**src/pkg/display_cmd_pkg.sv**
```systemverilog
// Purpose: shared constants and types of the display command decoder
// Assumes: one 200 MHz clock, APB register access
// Notes: opcodes are the driver's byte commands
package display_cmd_pkg;
    // ****************************************
    // register map
    // ****************************************
    localparam logic [11:0] ADDR_CMD = 12'h000;
    localparam logic [11:0] ADDR_DATA = 12'h004;
    localparam logic [11:0] ADDR_STATUS = 12'h008;
    localparam logic [3:0] ID_CODE = 4'h5; // arbitrary value
    localparam int ST_BUSY = 7;
    localparam int ST_REMAP = 6;
    localparam int ST_OFF = 5;
    // ****************************************
    // opcodes
    // ****************************************
    localparam logic [7:0] OP_UPDATE = 8'h31;
    localparam logic [7:0] OP_SCHEME = 8'h32;
    localparam logic [7:0] OP_CTRL = 8'h80;
    localparam logic [7:0] OP_REP0 = 8'h93;
    localparam logic [7:0] OP_REP4 = 8'h97;
    localparam logic [7:0] OP_BIAS = 8'ha2;
    localparam logic [7:0] OP_ANALOG = 8'ha3;
    localparam logic [7:0] OP_ROWS = 8'ha8;
    localparam logic [7:0] OP_AUTO = 8'ha9;
    localparam logic [7:0] OP_DIR = 8'had;
    localparam logic [7:0] OP_THR = 8'hae;
    localparam logic [7:0] OP_OFFSET = 8'hd3;
    localparam logic [7:0] OP_SWRST = 8'he2;
    localparam logic [7:0] OP_LADDER = 8'he9;
    localparam logic [7:0] OP_OSC = 8'hf6;
    localparam logic [7:0] OP_LOCK = 8'hfd;
    localparam logic [7:0] OP_CLKEN = 8'hfe;
    localparam logic [3:0] CTRL_BYTES = 4'h8;
    // ****************************************
    // reset values and limits
    // ****************************************
    localparam logic [7:0] POWER_RST = 8'h2a;
    localparam logic [7:0] SCHEME_RST = 8'h00;
    localparam logic [3:0] REP_RST = 4'h1;
    localparam logic [6:0] ROWS_RST = 7'h40;
    localparam logic [6:0] ROWS_MIN = 7'h02;
    localparam logic [6:0] THR_RST = 7'h20;
    localparam logic [7:0] COL_LAST = 8'h83;
    localparam logic [2:0] PAGE_LAST = 3'h7;
    localparam logic [7:0] LOCK_RST = 8'h12;
    localparam int LOCK_BIT = 2;
    // ****************************************
    // types
    // ****************************************
    typedef struct packed {
        logic [4:0] outer;
        logic [4:0] idle1;
        logic [4:0] inner;
        logic [4:0] idle2;
        logic [4:0] drive;
        logic [5:0] clr_v;
        logic [5:0] drv_v;
    } drive_cfg_t;
    typedef struct packed {
        logic [5:0] start_line;
        logic [5:0] offset;
        logic [6:0] rows;
        logic seg_remap;
        logic com_rev;
        logic all_on;
        logic invert;
        logic vertical;
        logic [2:0] bias;
    } disp_cfg_t;
    typedef struct packed {
        logic analog_en;
        logic osc_en;
        logic buf_en;
        logic pump_en;
        logic buf_extra;
        logic ladder_en;
        logic clock_en;
        logic pump_16x;
    } power_t;
    typedef enum logic [2:0] {
        PH_IDLE, PH_OUTER, PH_IDLE1, PH_INNER, PH_IDLE2, PH_DRIVE
    } phase_t;
endpackage : display_cmd_pkg

```
**src/rtl/display_cmd_decoder.sv**
```systemverilog
// Purpose: byte command decoder of a bistable dot-matrix display driver
// Assumes: host bytes arrive as APB writes; display memory sits outside
// Notes: PREADY tied high; every access takes two cycles
`timescale 1ns/1ps
`default_nettype none
module display_cmd_decoder
    import display_cmd_pkg::*;
#(
    parameter int PHASE_UNIT = 16,
    parameter int STEP_CYCLES = 32
)(
    input wire logic CLOCK,
    input wire logic RESET_N,
    input wire logic PSEL,
    input wire logic PENABLE,
    input wire logic PWRITE,
    input wire logic [11:0] PADDR,
    input wire logic [31:0] PWDATA,
    output logic [31:0] PRDATA,
    output logic PREADY,
    output logic PSLVERR,
    output logic MEM_WE,
    output logic [7:0] MEM_COL,
    output logic [2:0] MEM_PAGE,
    output logic [7:0] MEM_WDATA,
    input wire logic [7:0] MEM_RDATA,
    output disp_cfg_t DISP_CFG,
    output drive_cfg_t DRIVE_CFG,
    output power_t POWER,
    output phase_t PHASE,
    output logic POLARITY,
    output logic INNER_FOLLOW_ONE,
    output logic BORDER_FOLLOW_ONE
);
    // ****************************************
    // bus decode
    // ****************************************
    logic setup;
    logic access;
    logic wr_cmd;
    logic wr_data;
    logic rd_data;
    logic hit;
    logic [7:0] byte_in;
    logic locked_reg;
    logic busy;
    assign setup = PSEL && !PENABLE;
    assign access = PSEL && PENABLE;
    assign byte_in = PWDATA[7:0];
    always_comb
    begin
        if (PADDR == ADDR_CMD)
            hit = PWRITE;
        else if (PADDR == ADDR_DATA)
            hit = 1'b1;
        else if (PADDR == ADDR_STATUS)
            hit = !PWRITE;
        else
            hit = 1'b0;
    end
    assign PREADY = 1'b1;
    assign PSLVERR = access && !hit;
    assign wr_cmd = access && PWRITE && PADDR == ADDR_CMD;
    assign wr_data = access && PWRITE && PADDR == ADDR_DATA
        && !locked_reg;
    assign rd_data = access && !PWRITE && PADDR == ADDR_DATA;

    // ****************************************
    // opcode and parameter tracking
    // ****************************************
    logic [7:0] op_reg;
    logic [3:0] left_reg;
    logic [3:0] idx_reg;
    logic is_param;
    logic new_op;
    logic take_op;
    logic take_par;
    logic [3:0] n_params;
    assign is_param = left_reg != 4'h0;
    assign new_op = wr_cmd && !is_param;
    // locked: only the lock opcode and its parameter pass
    assign take_op = new_op && (!locked_reg || byte_in == OP_LOCK);
    assign take_par = wr_cmd && is_param
        && (!locked_reg || op_reg == OP_LOCK);
    always_comb
    begin
        n_params = 4'h0;
        if (byte_in == OP_CTRL)
            n_params = CTRL_BYTES;
        else if (byte_in inside {OP_SCHEME, OP_BIAS, OP_ANALOG, OP_ROWS,
            OP_AUTO, OP_DIR, OP_THR, OP_OFFSET, OP_LADDER, OP_OSC, OP_LOCK,
            OP_CLKEN, [OP_REP0:OP_REP4]})
            n_params = 4'h1;
    end
    always_ff @(posedge CLOCK or negedge RESET_N)
    begin
        if (!RESET_N)
        begin
            op_reg <= 8'h00;
            left_reg <= 4'h0;
            idx_reg <= 4'h0;
        end
        else if (take_op)
        begin
            op_reg <= byte_in;
            left_reg <= n_params;
            idx_reg <= 4'h0;
        end
        else if (wr_cmd && is_param)
        begin
            left_reg <= left_reg - 4'h1;
            idx_reg <= idx_reg + 4'h1;
        end
    end

    // ****************************************
    // configuration registers
    // ****************************************
    logic [7:0] scheme_reg;
    logic [6:0] thr_reg;
    drive_cfg_t stage_reg;
    disp_cfg_t disp_reg;
    logic [3:0] rep_reg [5];
    logic [6:0] off_max;
    logic par_is_rep;
    assign off_max = ROWS_RST - disp_reg.rows;
    assign par_is_rep = op_reg inside {[OP_REP0:OP_REP4]};
    always_ff @(posedge CLOCK or negedge RESET_N)
    begin
        if (!RESET_N)
        begin
            disp_reg <= '0;
            disp_reg.rows <= ROWS_RST;
            scheme_reg <= SCHEME_RST;
            thr_reg <= THR_RST;
            stage_reg <= '0;
            locked_reg <= LOCK_RST[LOCK_BIT];
        end
        else if (take_op)
        begin
            if (byte_in[7:1] == 7'h50)
                disp_reg.seg_remap <= byte_in[0];
            else if (byte_in[7:1] == 7'h52)
                disp_reg.all_on <= byte_in[0];
            else if (byte_in[7:1] == 7'h53)
                disp_reg.invert <= byte_in[0];
            else if (byte_in[7:6] == 2'b01)
                disp_reg.start_line <= byte_in[5:0];
            else if ({byte_in[7:4], byte_in[2:0]} == 7'h60)
                disp_reg.com_rev <= byte_in[3];
        end
        else if (take_par)
        begin
            if (op_reg == OP_CTRL)
            begin
                // byte 0 is a fixed zero
                if (idx_reg == 4'h1)
                    stage_reg.outer <= byte_in[4:0];
                else if (idx_reg == 4'h2)
                    stage_reg.idle1 <= byte_in[4:0];
                else if (idx_reg == 4'h3)
                    stage_reg.inner <= byte_in[4:0];
                else if (idx_reg == 4'h4)
                    stage_reg.idle2 <= byte_in[4:0];
                else if (idx_reg == 4'h5)
                    stage_reg.drive <= byte_in[4:0];
                else if (idx_reg == 4'h6)
                    stage_reg.clr_v <= byte_in[6:1];
                else if (idx_reg == 4'h7)
                    stage_reg.drv_v <= byte_in[6:1];
            end
            else if (op_reg == OP_SCHEME)
                scheme_reg <= byte_in;
            else if (op_reg == OP_BIAS)
                disp_reg.bias <= byte_in[2:0];
            else if (op_reg == OP_ROWS)
            begin
                if (byte_in[6:0] >= ROWS_MIN && byte_in[6:0] <= ROWS_RST)
                    disp_reg.rows <= byte_in[6:0];
            end
            else if (op_reg == OP_DIR)
                disp_reg.vertical <= byte_in[0];
            else if (op_reg == OP_THR)
                thr_reg <= byte_in[6:0];
            else if (op_reg == OP_OFFSET)
            begin
                if ({1'b0, byte_in[5:0]} <= off_max)
                    disp_reg.offset <= byte_in[5:0];
            end
            else if (op_reg == OP_LOCK)
                locked_reg <= byte_in[LOCK_BIT];
        end
    end
    // one repeat count per phase, indexed by opcode
    genvar g;
    generate
        for (g = 0; g < 5; g++)
        begin : g_rep
            always_ff @(posedge CLOCK or negedge RESET_N)
            begin
                if (!RESET_N)
                    rep_reg[g] <= REP_RST;
                else if (take_par && par_is_rep
                    && op_reg[2:0] == 3'(g + 3))
                    rep_reg[g] <= byte_in[3:0];
            end
        end
    endgenerate

    // ****************************************
    // memory pointer
    // ****************************************
    logic [7:0] col_reg;
    logic [2:0] page_reg;
    logic [7:0] rd_hold_reg;
    logic step;
    assign step = wr_data || rd_data;
    always_ff @(posedge CLOCK or negedge RESET_N)
    begin
        if (!RESET_N)
        begin
            col_reg <= 8'h00;
            page_reg <= 3'h0;
        end
        else if (take_op && byte_in == OP_SWRST)
        begin
            col_reg <= 8'h00;
            page_reg <= 3'h0;
        end
        else if (take_op && byte_in[7:4] == 4'h1)
            col_reg <= {byte_in[3:0], col_reg[3:0]};
        else if (take_op && byte_in[7:4] == 4'h0)
            col_reg <= {col_reg[7:4], byte_in[3:0]};
        else if (take_op && byte_in[7:3] == 5'h16)
            page_reg <= byte_in[2:0];
        else if (step && !disp_reg.vertical)
        begin
            if (col_reg == COL_LAST)
            begin
                col_reg <= 8'h00;
                page_reg <= page_reg + 3'h1;
            end
            else
                col_reg <= col_reg + 8'h01;
        end
        else if (step)
        begin
            page_reg <= page_reg + 3'h1;
            if (page_reg == PAGE_LAST)
                col_reg <= (col_reg == COL_LAST) ? 8'h00 : col_reg + 8'h01;
        end
    end
    // data writes leave on the pointer value of the access cycle
    always_ff @(posedge CLOCK or negedge RESET_N)
    begin
        if (!RESET_N)
        begin
            MEM_WE <= 1'b0;
            MEM_COL <= 8'h00;
            MEM_PAGE <= 3'h0;
            MEM_WDATA <= 8'h00;
        end
        else
        begin
            MEM_WE <= wr_data;
            MEM_COL <= col_reg;
            MEM_PAGE <= page_reg;
            MEM_WDATA <= byte_in;
        end
    end
    // each read returns what the previous read fetched: dummy first
    always_ff @(posedge CLOCK or negedge RESET_N)
    begin
        if (!RESET_N)
            rd_hold_reg <= 8'h00;
        else if (rd_data)
            rd_hold_reg <= MEM_RDATA;
    end

    // ****************************************
    // read data
    // ****************************************
    always_ff @(posedge CLOCK or negedge RESET_N)
    begin
        if (!RESET_N)
            PRDATA <= '0;
        else if (setup && !PWRITE && PADDR == ADDR_STATUS)
            PRDATA <= {24'h0, busy, disp_reg.seg_remap,
                !POWER.clock_en, 1'b0, ID_CODE};
        else if (setup && !PWRITE && PADDR == ADDR_DATA)
            PRDATA <= {24'h0, rd_hold_reg};
        else if (setup)
            PRDATA <= '0;
    end

    // ****************************************
    // power control
    // ****************************************
    logic pwr_run_reg;
    logic pwr_on_reg;
    logic [1:0] pwr_step_reg;
    logic [$clog2(STEP_CYCLES)-1:0] pwr_tmr_reg;
    logic pwr_tick;
    assign pwr_tick = pwr_run_reg
        && pwr_tmr_reg == ($clog2(STEP_CYCLES))'(STEP_CYCLES - 1);
    always_ff @(posedge CLOCK or negedge RESET_N)
    begin
        if (!RESET_N)
        begin
            POWER <= '0;
            POWER.pump_en <= POWER_RST[2];
            POWER.buf_en <= POWER_RST[0];
            pwr_run_reg <= 1'b0;
            pwr_on_reg <= 1'b0;
            pwr_step_reg <= 2'h0;
            pwr_tmr_reg <= '0;
        end
        else
        begin
            POWER.pump_16x <= DRIVE_CFG.drv_v > thr_reg[6:1];
            if (pwr_run_reg)
                pwr_tmr_reg <= pwr_tick ? '0 : pwr_tmr_reg + 1'b1;
            if (take_op && byte_in[7:3] == 5'h05 && byte_in[1])
            begin
                POWER.pump_en <= byte_in[2];
                POWER.buf_en <= byte_in[0];
            end
            else if (take_par && op_reg == OP_AUTO)
            begin
                pwr_run_reg <= 1'b1;
                pwr_on_reg <= byte_in[0];
                pwr_step_reg <= 2'h0;
                pwr_tmr_reg <= '0;
            end
            else if (take_par && op_reg == OP_ANALOG)
            begin
                if (byte_in[4:3] == 2'b11)
                    POWER.analog_en <= 1'b1;
                else if (byte_in[4:3] == 2'b00)
                    POWER.analog_en <= 1'b0;
                POWER.buf_extra <= byte_in[1];
            end
            else if (take_par && op_reg == OP_LADDER)
                POWER.ladder_en <= byte_in[7];
            else if (take_par && op_reg == OP_OSC)
                POWER.osc_en <= byte_in[6];
            else if (take_par && op_reg == OP_CLKEN)
                POWER.clock_en <= byte_in[7];
            else if (pwr_tick)
            begin
                pwr_step_reg <= pwr_step_reg + 2'h1;
                if (pwr_step_reg == 2'h3)
                    pwr_run_reg <= 1'b0;
                case (pwr_step_reg)
                    2'h0:
                        if (pwr_on_reg)
                            POWER.analog_en <= 1'b1;
                        else
                            POWER.pump_en <= 1'b0;
                    2'h1:
                        if (pwr_on_reg)
                            POWER.osc_en <= 1'b1;
                        else
                            POWER.buf_en <= 1'b0;
                    2'h2:
                        if (pwr_on_reg)
                            POWER.buf_en <= 1'b1;
                        else
                            POWER.osc_en <= 1'b0;
                    default:
                        if (pwr_on_reg)
                            POWER.pump_en <= 1'b1;
                        else
                            POWER.analog_en <= 1'b0;
                endcase
            end
        end
    end

    // ****************************************
    // driving update sequencer
    // ****************************************
    logic [3:0] rep_left_reg;
    logic [20:0] tmr_reg;
    logic [20:0] span;
    logic [4:0] dur;
    logic [3:0] rep_next;
    phase_t ph_next;
    logic ph_done;
    assign busy = PHASE != PH_IDLE || pwr_run_reg;
    always_comb
    begin
        dur = DRIVE_CFG.outer;
        rep_next = rep_reg[1];
        ph_next = PH_IDLE;
        case (PHASE)
            PH_OUTER:
                ph_next = PH_IDLE1;
            PH_IDLE1:
            begin
                dur = DRIVE_CFG.idle1;
                ph_next = PH_INNER;
                rep_next = rep_reg[2];
            end
            PH_INNER:
            begin
                dur = DRIVE_CFG.inner;
                ph_next = PH_IDLE2;
                rep_next = rep_reg[3];
            end
            PH_IDLE2:
            begin
                dur = DRIVE_CFG.idle2;
                ph_next = PH_DRIVE;
                rep_next = rep_reg[4];
            end
            PH_DRIVE:
                dur = DRIVE_CFG.drive;
            default: ;
        endcase
    end
    assign span = 21'((dur + 6'h01) * PHASE_UNIT);
    assign ph_done = rep_left_reg == 4'h0
        || (rep_left_reg == 4'h1 && tmr_reg == span - 21'h1);
    always_ff @(posedge CLOCK or negedge RESET_N)
    begin
        if (!RESET_N)
        begin
            PHASE <= PH_IDLE;
            DRIVE_CFG <= '0;
            rep_left_reg <= 4'h0;
            tmr_reg <= 21'h0;
            POLARITY <= 1'b1;
        end
        else
        begin
            case (PHASE)
                PH_IDLE:
                    if (take_op && byte_in == OP_UPDATE)
                    begin
                        DRIVE_CFG <= stage_reg;
                        PHASE <= PH_OUTER;
                        rep_left_reg <= rep_reg[0];
                        tmr_reg <= 21'h0;
                        POLARITY <= !scheme_reg[2];
                    end
                default:
                    if (ph_done)
                    begin
                        // a zero count ends its phase after one cycle
                        PHASE <= ph_next;
                        rep_left_reg <= rep_next;
                        tmr_reg <= 21'h0;
                        if (ph_next == PH_INNER)
                            POLARITY <= !scheme_reg[2];
                        else if (ph_next == PH_DRIVE)
                            POLARITY <= !scheme_reg[3];
                    end
                    else if (tmr_reg == span - 21'h1)
                    begin
                        rep_left_reg <= rep_left_reg - 4'h1;
                        tmr_reg <= 21'h0;
                        POLARITY <= !POLARITY;
                    end
                    else
                        tmr_reg <= tmr_reg + 21'h1;
            endcase
        end
    end
    assign DISP_CFG = disp_reg;
    assign INNER_FOLLOW_ONE = scheme_reg[6:5] == 2'b01;
    assign BORDER_FOLLOW_ONE = scheme_reg[4] && scheme_reg[1];
endmodule : display_cmd_decoder
`default_nettype wire

```
**config.mk**
```make
export PLATFORM = sky130hd
export DESIGN_NAME = display_cmd_decoder
export DESIGN_NICKNAME = d
export VERILOG_FILES = /design/src/pkg/display_cmd_pkg.sv /design/src/rtl/display_cmd_decoder.sv
export SDC_FILE = /design/constraint.sdc
export NUM_CORES = 1
export LEC_CHECK = 0
export BUFFER_PORTS_ARGS = -buffer_cell sky130_fd_sc_hd__buf_4
export CORE_MARGIN = 2
export CORE_UTILIZATION = 35
export CTS_CLUSTER_DIAMETER = 120
export DETAILED_ROUTE_END_ITERATION = 16
export HOLD_SLACK_MARGIN = 0.02
export PLACE_DENSITY = 0.63
export SYNTH_ARGS = -nofsm -noshare
export SYNTH_HDL_FRONTEND = slang
export SYNTH_SLANG_ARGS = --single-unit
```
**constraint.sdc**
```tcl
create_clock -name CLOCK -period 4.5 [get_ports CLOCK]
set_input_delay 0.45 -clock CLOCK [delete_from_list [all_inputs] [get_ports CLOCK]]
set_output_delay 0.45 -clock CLOCK [all_outputs]
set_load 0.05 [all_outputs]
```
---- Yosys cells after proc, flatten, opt, wreduce, memory -nomap -nowiden ----
Index checks and enable logic that the tools add are counted.
word-level totals
  register bits after elaboration ......... 269
  input port bits ......................... 57
  output and inout port bits .............. 132
  logic and storage cells ................. 405
cells by class
  add/sub/neg operators ................... 11
  order comparisons ....................... 8
  equality and inequality tests ........... 98
  muxes and demuxes ....................... 87
  bitwise gates (word level) .............. 23
  reductions and logical operators ........ 119
operators with widths
  operator                                                         count
  8-bit == test, second input constant                             26
  32-bit 2-to-1 mux                                                3
  21-bit 2-to-1 mux                                                4
  8-bit 2-to-1 mux                                                 8
  4-bit 2-to-1 mux                                                 12
  1-bit logical AND                                                41
  10-bit AND reduction                                             4
  9-bit AND reduction                                              4
  2-bit != test, second input constant                             16
  3-bit 2-to-1 mux                                                 10
  1-bit 2-to-1 mux                                                 29
  7-bit == test, second input constant                             4
  4-bit AND reduction                                              7
  7-bit AND reduction                                              4
  3-bit != test, second input constant                             9
  5-bit 2-to-1 mux                                                 5
  3-bit == test, second input constant                             8
  8-bit by 6-bit == test with 1-bit output, second input constant  3
  6-bit AND reduction                                              4
  4-bit nonzero test                                               6
  1-bit inverter                                                   23
  21-bit by 1-bit adder with 21-bit output, second input constant  1
  21-bit == test                                                   1
  2-bit 2-to-1 mux                                                 10
  49 further kinds                                                 104

---- Logic depth before layout (Yosys ltp) ----
Gate-level depths: netlist (run 1).
  depth in word-level cells ............... 12
  mapped depth ............................ 16
  depth with buffers taken out ............ 14

---- Worst setup path before layout (run 1) ----
No wires, ideal clock.
  path type ............................... reg-to-reg
  start point ............................. reg PHASE[0]
  end point ............................... reg rep_left_reg[0]
  setup time .............................. 0.128 ns
  arrival time ............................ 3.523 ns
  required time ........................... 4.372 ns
  path slack .............................. 0.849 ns
  cell stages (with the launch flop) ...... 13
  path buffers ............................ 1
  clock period less this slack ............ 3.651 ns
  path through ............................ dfrtp_1 > buf_6 > mux2_1 > o211ai_2 > nand2_2 > ha_1 > nand2b_1 > or4_4 > and3_4 > o2111a_2 > a31oi_4 > mux2i_1 > a31oi_1
on the way
  cells in the longest elaborated chain, start to end .. 9
  elaborated cells between the ends (all ways) .. 17
  classes of those cells .................. add/sub: 2; eq/ne: 6; mux: 4; reduce/logical: 5
RTL lines
  item                                                                       RTL line                                                RTL
  from (decl)                                                                display_cmd_decoder.sv:30                               output phase_t PHASE,
  from (signal assigned)                                                     display_cmd_decoder.sv:451                              PHASE <= ph_next;
  3-bit == test or 3-bit by 2-bit == test with 1-bit output (tied branches)  display_cmd_decoder.sv:396                              case (PHASE)
  5-bit case mux with 4 select lines                                         display_cmd_decoder.sv:396
  5-bit by 1-bit adder with 6-bit output                                     display_cmd_decoder.sv:422                              assign span = 21'((dur + 6'h01) * PHASE_UNIT);
  10-bit by 1-bit subtractor with 11-bit output                              display_cmd_decoder.sv:424, display_cmd_decoder.sv:459
  21-bit == test                                                             display_cmd_decoder.sv:424, display_cmd_decoder.sv:459
  1-bit logical AND                                                          display_cmd_decoder.sv:424                              || (rep_left_reg == 4'h1 && tmr_reg == span - 21'h1);
  1-bit logical OR                                                           display_cmd_decoder.sv:424
  3-bit nonzero test (no line) or 4-bit 2-to-1 mux (tied branches)           n/a
  2-bit AND reduction (no line) or 4-bit 2-to-1 mux (tied branches)          n/a
  to (signal assigned)                                                       display_cmd_decoder.sv:443                              rep_left_reg <= rep_reg[0];
  to (signal assigned)                                                       display_cmd_decoder.sv:452                              rep_left_reg <= rep_next;
  to (signal assigned)                                                       display_cmd_decoder.sv:461                              rep_left_reg <= rep_left_reg - 4'h1;
  to (decl)                                                                  display_cmd_decoder.sv:383                              logic [3:0] rep_left_reg;
Parallel ways exist; a longest one is shown, timed or not.
A chain may end at the register's enable or synchronous reset.

---- Worst setup path after layout (run 1) ----
  start point ............................. reg PHASE[0]
  end point ............................... reg POLARITY
on the way
  cells in the longest elaborated chain, start to end .. 9
  elaborated cells between the ends (all ways) .. 22
  classes of those cells .................. add/sub: 2; eq/ne: 10; mux: 5; reduce/logical: 5
RTL lines
  item                                                                              RTL line                                                RTL
  3-bit == test or 3-bit by 2-bit == test with 1-bit output (tied branches)         display_cmd_decoder.sv:396
  5-bit case mux with 4 select lines                                                display_cmd_decoder.sv:396
  5-bit by 1-bit adder with 6-bit output                                            display_cmd_decoder.sv:422
  10-bit by 1-bit subtractor with 11-bit output                                     display_cmd_decoder.sv:424, display_cmd_decoder.sv:459
  21-bit == test                                                                    display_cmd_decoder.sv:424, display_cmd_decoder.sv:459
  1-bit logical AND                                                                 display_cmd_decoder.sv:424
  1-bit logical OR                                                                  display_cmd_decoder.sv:424
  4-bit by 1-bit != test with 1-bit output (no line), or another cell as far along  n/a
  3-bit AND reduction (no line) or 1-bit 2-to-1 mux (tied branches)                 n/a
  to (signal assigned)                                                              display_cmd_decoder.sv:445                              POLARITY <= !scheme_reg[2];
  to (signal assigned)                                                              display_cmd_decoder.sv:455                              POLARITY <= !scheme_reg[2];
  to (signal assigned)                                                              display_cmd_decoder.sv:457                              POLARITY <= !scheme_reg[3];
  to (decl)                                                                         display_cmd_decoder.sv:31                               output logic POLARITY,
Parallel ways exist; a longest one is shown, timed or not.

==> impl_metrics.tcl, run 1 <==
set metrics [dict create \
    status "finished clean" \
    clkLatencyLatePin_ns 0.55 \
    drv_cap 0 \
    die_h_um 192.4 \
    synthMostInstantiatedCell "dfrtp_1" \
    grt_pass1_vias 9384 \
    hold_path_end "MEM_WDATA[7]" \
    start_util_pct 35.78 \
    pin_count 189 \
    slew_headroom_pct 31.31 \
    gr-usage-all-layers_pct 16.92 \
    crit_chain "mux2_2 > o211ai_1 > and2_4 > clkinv_4 > ha_1 > nor3_1 > o32a_1 > o31ai_1 > nor3b_1 > o2111ai_1 > buf_4 > a21oi_1 > o21ai_0 > o2bb2ai_1" \
    slowest_stage "dfrtp_1" \
    cts_root_buffer "clkbuf_16" \
    period_needed_ns 3.950 \
    core-area_um2 34710 \
    ys_dominant_reg_cell "dfrtp_1" \
    power_leakage_nw 7.167 \
    worstHoldPathCells 1 \
    rsz0062_at_grt "no" \
    grt_pass1_wl_mm 50.54 \
    postSynthCellCount 1266 \
    cpPeakStageDelay_ns 0.61 \
    vdd_drop_max_mv 0.2589 \
    seq_area_um2 6091 \
    yosys-top-cells-area "dfrtp_1 47%, mux2_2 8.3%, nand2_1 7.1%" \
    min_path_type "in -> reg" \
    grt_max_degree 121 \
    clock_skew_ns 0.01686 \
    clock_sinks 243 \
    nNetsFinal 1487 \
    dieArea_um2 37010 \
    cts_tree "done" \
    grt.busiest_layer "met2" \
    gp_congestion 0.8419 \
    r2r_cells 14 \
    report.final.setup_viol 0 \
    rows 68 \
    portBuffers 139 \
    power_density_nw_per_um2 374.5 \
    endpoint_kind "flip-flop" \
    area_growth_pct 18.64 \
    max_freq_ghz 0.2532 \
    die_w_um 192.4 \
    clkSlewWorstSetupHoldPaths_ns 0.06 \
    ys_seq_elements 243 \
    multi_input_area_um2 5858 \
    instances_no_fill 1871 \
    n_antenna_cell 0 \
    path_class "reg -> reg" \
    avgSynthCellArea_um2 9.811 \
    grt.overflow.total 0 \
    critPathArrivalTime_ns 4.41 \
    drc_errors 0 \
    crit_fanout 11 \
    hold_start "PWDATA[7]" \
    worst_pin_slew_ns 1.027 \
    hold_viol_final 0 \
    antenna_found_initial 0 \
    h-tree-depth 1 \
    syn-cell-area_um2 12420 \
    dp_cells 1821 \
    synth_common_cells "235 x dfrtp_1, 234 x nand2_1, 92 x mux2_2, 89 x o21ai_0, 74 x nor2_1" \
    groute.layer.met1.usage_pct 22.72 \
    period_share_pct 87.77 \
    grt_util_met3_pct 2.964 \
    startpoint_type "flip-flop" \
    ys_types 76 \
    yosys.area.top_type "dfrtp_1" \
    cts_resized 0 \
    r2r-start "PHASE[0]" \
    drive_above_1_share_pct 23.09 \
    synth-async-reset-ratio_pct 100.0 \
    ant_nets 0 \
    vias 9663 \
    cts_buffer_depth 3 \
    synth_enable_flop_cells 0 \
    ys.warnings.count 0 \
    wl_mm 31.30 \
    finalSetupTns_ns 0 \
    ff2ff_setup_slack_ns 0.55 \
    n_fill_cell 3363 \
    wl_per_cell_um 16.73 \
    synth_top_area_share_pct 47.35 \
    via_per_inst 5.165 \
    gr-usage-met2_pct 28.25 \
    ys_seq_area_share_pct 49.04 \
    path_buf_inv 2 \
    place_hpwl_mm 21.59 \
    numCtsBuffers 29 \
    crit_family "compound AO/OA/AOI/OAI gates" \
    drt_iter0_markers 600 \
    r2r_end "POLARITY" \
    crit_required_ns 4.96 \
    dr.pass1.iters 5 \
    slew_viol_final 0 \
]
routing by layer:
layer	up-vias	wire length (um)	share of wire, %
li1	4629	-	-
met1	4753	13990	45
met2	228	15090	48
met3	53	1613	5.2
met4	0	600	1.9
met5	-	0	0
placed cells by master (no fill, tap or decap), drive strengths merged, types with 12 or more instances in the layout:
master	instances
a21oi	40
and2	14
and3	32
buf	160
clkbuf	45
conb	25
dfrtp	235
ha	32
inv	35
mux2	95
mux2i	16
nand2	236
nand2b	15
nand3	39
nor2	75
nor2b	14
nor3	26
nor3b	16
nor4	12
o21ai	91
o31ai	12
or3	12
xnor2	14
xor2	12
worst register-to-register path, stage by stage, from the launching register on:
cell       delay [ns]
dfrtp_1          0.61
mux2_2           0.39
o211ai_1         0.20
and2_4           0.20
clkinv_4         0.07
ha_1             0.26
nor3_1           0.40
o32a_1           0.20
o31ai_1          0.06
nor3b_1          0.34
o2111ai_1        0.22
buf_4            0.23
a21oi_1          0.38
o21ai_0          0.17
o2bb2ai_1        0.16
per-stage QoR:
step / util [%] / instance area, um2 / hold WS, ns / setup slack [ns] / power (W)
after global placement: 39.93 / 13860 / 0.4014 / 0.6566 / 0.003370
after global routing: 42.45 / 14740 / 0.1140 / 0.2611 / 0.005779
after floorplan: - / 12510 / 0.1544 / 0.8490 / 0.003103
after CTS: 42.45 / 14740 / 0.1075 / 0.6083 / 0.005581
after detailed placement: 39.93 / 13860 / 0.4017 / 0.6325 / 0.003383
final: 42.45 / 14740 / 0.1380 / 0.5502 / 0.005518
cell type report:
cell class / instances / share of cell area, %
inverters: 34 / 0.9001
flip-flops and latches: 243 / 41.33
multi-input cells: 929 / 39.76
clock buffers: 45 / 5.672
repair buffers: 161 / 8.270
clock inverters: 4 / 0.2038
well taps: 455 / 3.863
where the power goes:
part / internal, W / total (W) / switching (W) / leakage [nW]
combinational: 0.000322 / 0.00104 / 0.000721 / 3.49
sequential: 0.00224 / 0.00231 / 0.0000631 / 3.26
clock: 0.00126 / 0.00217 / 0.000905 / 0.419
logic make-up (layout without fill, tap and decap cells):
group	Yosys count	count (layout)	share of synthesized area, %
adder cells (fa/ha/maj)	32	32	3.223
other	2	25	0.06046
flip-flops	243	243	49.04
multiplexers	111	111	9.902
XOR/XNOR	26	26	1.833
AO/OA/AOI/OAI	213	213	11.00
buffers and inverters	117	244	4.583
AND/OR/NAND/NOR	522	522	20.36
worst max path at each step:
stage             start              end  slack (ns)  depth (start not counted)
2_1_floorplan  PHASE[0]  rep_left_reg[0]        0.85                         12
3_3_place_gp   PHASE[0]         POLARITY        0.66                         13
3_5_place_dp   PHASE[0]         POLARITY        0.63                         13
4_1_cts        PHASE[0]         POLARITY        0.61                         13
5_1_grt        PHASE[0]         POLARITY        0.26                         14
6_report       PHASE[0]         POLARITY        0.55                         14
what timing repair did:
action                                 CTS  global route
setup buffers                            0             0
hold buffers                             1             0
endpoints found under the hold margin    7             0
Note: power is estimated with default switching activity, not from simulation.
==> run 2, diff against run 1 <==
MAX_ROUTING_LAYER = met4   (was unset)
==> impl_metrics.tcl, run 2 (synthesized netlist as in run 1, its figures left out) <==
set metrics [dict create \
    final_cell_mix "235 x dfrtp_1, 234 x nand2_1, 159 x buf_4" \
    crit_chain "mux2_2 > o211ai_1 > and2_4 > clkinv_4 > ha_1 > nor3_1 > o32a_1 > o31ai_1 > nor3b_1 > o2111ai_1 > buf_4 > a21oi_1 > o21ai_0 > o2bb2ai_1" \
    slew_viol_final 0 \
    dr.pass1.iters 6 \
    max_freq_ghz 0.2511 \
    hold_path_end "MEM_WDATA[7]" \
    finalSetupTns_ns 0 \
    clkLatencyLatePin_ns 0.55 \
    hold_start "PWDATA[7]" \
    clkSlewWorstSetupHoldPaths_ns 0.06 \
    layout_commonest_cell "dfrtp_1" \
    worstHoldPathCells 1 \
    drc_errors 0 \
    path_class "reg -> reg" \
    h-tree-depth 1 \
    gr-usage-all-layers_pct 17.43 \
    pin_count 189 \
    cts_resized 0 \
    rsz0062_at_grt "no" \
    seq_area_um2 6091 \
    numCtsBuffers 29 \
    r2r_cells 14 \
    drive_above_1_share_pct 23.09 \
    die_w_um 192.4 \
    cpPeakStageDelay_ns 0.61 \
    cts_tree "done" \
    hold_viol_final 0 \
    crit_required_ns 4.97 \
    antenna_found_initial 0 \
    critPathArrivalTime_ns 4.45 \
    power_leakage_nw 7.167 \
    grt_max_degree 121 \
    report.final.setup_viol 0 \
    cts_buffer_depth 3 \
    vias 9674 \
    rows 68 \
    dieArea_um2 37010 \
    instances_no_fill 1871 \
    wl_mm 31.29 \
    min_path_type "in -> reg" \
    start_util_pct 35.78 \
    slew_headroom_pct 32.59 \
    clock_sinks 243 \
    r2r-start "PHASE[0]" \
    n_antenna_cell 0 \
    period_share_pct 88.48 \
    grt.overflow.total 0 \
    worst_pin_slew_ns 1.007 \
    startpoint_type "flip-flop" \
    multi_input_area_um2 5858 \
    via_per_inst 5.170 \
    grt_pass1_wl_mm 50.60 \
    post_cts_buffers 0 \
    crit_fanout 11 \
    clock_skew_ns 0.01842 \
    vdd_drop_max_mv 0.2616 \
    power_density_nw_per_um2 374.3 \
    status "finished clean" \
    ant_nets 0 \
    endpoint_kind "flip-flop" \
    die_h_um 192.4 \
    cts_root_buffer "clkbuf_16" \
    ff2ff_setup_slack_ns 0.52 \
    nNetsFinal 1487 \
    period_needed_ns 3.982 \
    wl_per_cell_um 16.72 \
    area_growth_pct 18.64 \
    portBuffers 139 \
    core-area_um2 34710 \
    gp_congestion 0.8551 \
    r2r_end "POLARITY" \
    n_fill_cell 3363 \
    grt_pass1_vias 9375 \
    slowest_stage "dfrtp_1" \
    place_hpwl_mm 21.59 \
    dp_cells 1821 \
    drv_cap 0 \
    drt_iter0_markers 591 \
]
[run 2: cell counts in the layout (fill, tap and decap cells not counted)]
No cell type changed its count.
[run 2: stage by stage]
| step | util, % | hold slack (ns) | area, um2 | setup slack (ns) | power, W |
|---|---|---|---|---|---|
| after floorplan | - | 0.1544 | 12510 | 0.8490 | 0.003103 |
| final | 42.45 | 0.1373 | 14740 | 0.5183 | 0.005515 |
| after global routing | 42.45 | 0.1139 | 14740 | 0.2611 | 0.005780 |
| after CTS | 42.45 | 0.1075 | 14740 | 0.6083 | 0.005581 |
| after global placement | 39.93 | 0.4014 | 13860 | 0.6566 | 0.003370 |
| after detailed placement | 39.93 | 0.4017 | 13860 | 0.6325 | 0.003383 |
[run 2: cell type report]
class	instances	share of cell area [%]
Sequential cell	243	41.33
Inverter	34	0.9001
Multi-Input combinational cell	929	39.76
Clock buffer	45	5.672
Timing Repair Buffer	161	8.270
Tap cell	455	3.863
Clock inverter	4	0.2038
[run 2: power breakdown]
group          leakage, nW  internal (W)  switching [W]
Clock                0.419       0.00126       0.000904
Combinational         3.49      0.000322       0.000720
Sequential            3.26       0.00224      0.0000625
Total                 7.17       0.00383        0.00169
[run 2: layer usage]
layer,up-vias,GRT usage (%),part of all wire [%]
li1,4625,-,-
met1,4747,23.01,45
met2,245,28.24,48
met3,57,2.600,4.7
met4,0,4.375,1.9
met5,-,-,0
[run 2: worst max path at each step]
stage | from | endpoint | slack (ns) | cells past startpoint
6_report | PHASE[0] | POLARITY | 0.52 | 14
5_1_grt | PHASE[0] | POLARITY | 0.26 | 14
3_3_place_gp | PHASE[0] | POLARITY | 0.66 | 13
4_1_cts | PHASE[0] | POLARITY | 0.61 | 13
2_1_floorplan | PHASE[0] | rep_left_reg[0] | 0.85 | 12
3_5_place_dp | PHASE[0] | POLARITY | 0.63 | 13
[run 2: what timing repair did]
action,in CTS,in global routing
endpoints found under the setup margin,0,0
endpoints found under the hold margin,7,0
hold buffers,1,0
[run 2: critical path, delay by kind of cell, from the launching register on]
kind                     cells  cell delay, ns
AO/OA/AOI/OAI                7            1.41
adder cells (fa/ha/maj)      1            0.26
buffers and inverters        2            0.30
flip-flops                   1            0.61
multiplexers                 1            0.38
AND/OR/NAND/NOR              3            0.94
==> run 3, diff against run 2 <==
RECOVER_POWER = 100   (was unset)
==> impl_metrics.tcl, run 3 (synthesized netlist as in run 1, its figures left out) <==
set metrics [dict create \
    report.final.setup_viol 0 \
    nNetsFinal 1487 \
    internal_power_w 0.003803 \
    via_per_inst 5.175 \
    hold_start "MEM_RDATA[4]" \
    max_freq_ghz 0.2507 \
    grt_max_degree 121 \
    period_share_pct 88.64 \
    post_cts_buffers 0 \
    n_fill_cell 3496 \
    seq_area_um2 6091 \
    crit_path_start "PHASE[0]" \
    power_density_nw_per_um2 386.5 \
    gr-usage-all-layers_pct 17.43 \
    vdd_drop_max_mv 0.2617 \
    status "finished with violations" \
    gp_congestion 0.8551 \
    dr.pass1.iters 5 \
    power.switching_w 0.001688 \
    min_path_type "in -> reg" \
    path_buf_inv 1 \
    cpPeakStageDelay_ns 0.61 \
    vias 9683 \
    slew_viol_final 221 \
    power_w 0.005491 \
    cts_root_buffer "clkbuf_16" \
    r2r_cells 13 \
    cts_buffer_depth 3 \
    drive_above_1_share_pct 13.91 \
    portBuffers 139 \
    netSwitchingFraction_pct 30.73 \
    numCtsBuffers 29 \
    violations "max-capacitance violations, max-slew violations" \
    slew_headroom_pct -99.86 \
    multi_input_area_um2 5813 \
    grt_pass1_wl_mm 50.60 \
    clock_skew_ns 0.01705 \
    comb_power_share_pct 18.5 \
    ant_nets 0 \
    power_leakage_nw 6.649 \
    finalSetupTns_ns 0 \
    crit_fanout 9 \
    pwr-share-clk_pct 39.5 \
    startpoint_type "flip-flop" \
    die_h_um 192.4 \
    area_growth_pct 14.39 \
    critPathArrivalTime_ns 4.46 \
    final_cell_mix "235 x dfrtp_1, 234 x nand2_1, 133 x clkbuf_1" \
    crit_chain "mux2_2 > o211ai_1 > and2_4 > clkinv_4 > ha_1 > nor3_1 > o32a_1 > o31ai_1 > nor3b_1 > o2111a_1 > a31oi_2 > or3b_1 > o21ai_0" \
    pin_count 189 \
    cp.depth 13 \
    cts_tree "done" \
    antenna_found_initial 0 \
    path_class "reg -> reg" \
    rows 68 \
    crit_family "simple AND/OR/NAND/NOR gates" \
    grt.overflow.total 0 \
    cts_resized 0 \
    rsz0062_at_grt "no" \
    dieArea_um2 37010 \
    slowest_stage "dfrtp_1" \
    place_hpwl_mm 21.59 \
    wl_per_cell_um 16.74 \
    core-area_um2 34710 \
    clkSlewWorstSetupHoldPaths_ns 0.06 \
    worst_pin_slew_ns 2.998 \
    n_antenna_cell 0 \
    drv_cap 4 \
    start_util_pct 35.78 \
    period_needed_ns 3.989 \
    clkLatencyLatePin_ns 0.55 \
    drt_iter0_markers 559 \
    grt_pass1_vias 9375 \
    endpoint_kind "flip-flop" \
    die_w_um 192.4 \
    holdBufCountCts 1 \
    clock_sinks 243 \
    crit_required_ns 4.97 \
    layout_commonest_cell "dfrtp_1" \
    h-tree-depth 1 \
    worstHoldPathCells 2 \
    r2r-start "PHASE[0]" \
    power_frac_seq_pct 42.0 \
    drc_errors 0 \
    whs_ns 0.1424 \
    hold_viol_final 0 \
    wl_mm 31.31 \
]
==> run 3: cell types whose count changed in the layout (fill, tap and decap cells not counted), sizes merged <==
cell    previous run  this run
buf              160        30
clkbuf            45       175
==> run 3: worst reg2reg max path, cell delays in order, from the launching register on <==
cell and delay, ns:
dfrtp_1 0.61, mux2_2 0.39, o211ai_1 0.20, and2_4 0.20, clkinv_4 0.07, ha_1 0.26, nor3_1 0.40, o32a_1 0.20
o31ai_1 0.06, nor3b_1 0.35, o2111a_1 0.36, a31oi_2 0.24, or3b_1 0.44, o21ai_0 0.14
==> run 3: cell type report <==
cell class | count | share of cell area [%]
sequential | 243 | 42.87
timing repair buffer | 161 | 5.178
inverter | 34 | 0.9335
clock buffer | 45 | 5.883
clock inverter | 4 | 0.2114
tap | 455 | 4.007
multi-input combinational | 929 | 40.92
==> run 3: path summary, 6_finish.rpt <==
kind	endpoint	slack [ns]
worst max-delay path	PHASE[1]	0.51
worst min-delay path	rd_hold_reg[4]	0.14
worst max register to register	PHASE[1]	0.51
worst min register to register	MEM_PAGE[1]	0.42
max in group asynchronous	stage_reg[7]	0.97
min in group asynchronous	tmr_reg[12]	1.40
==> run 3: power by group through the flow <==
stage	combinational, W	sequential, W	clock [W]
6_report	0.00101	0.00231	0.00217
5_1_grt	0.00111	0.00231	0.00232
4_1_cts	0.00104	0.00231	0.00223
3_5_place_dp	0.00104	0.00234	0
3_3_place_gp	0.00103	0.00234	0
2_1_floorplan	0.000722	0.00238	0
==> run 3: layer usage <==
layer / track usage (%) / share of wire (%)
met1: 23.01 / 45
met2: 28.24 / 48
met3: 2.600 / 5.1
met4: 4.375 / 2.0
met5: - / 0
==> run 3: through the flow <==
step	setup slack, ns	util [%]	instances	instance area [um2]
finish	0.5113	40.93	1871	14210
global route	0.2119	40.93	1871	14210
CTS	0.6083	42.45	1871	14740
detailed placement	0.6325	39.93	1821	13860
global placement	0.6566	39.93	1821	13860
floorplan	0.8490	-	1289	12510
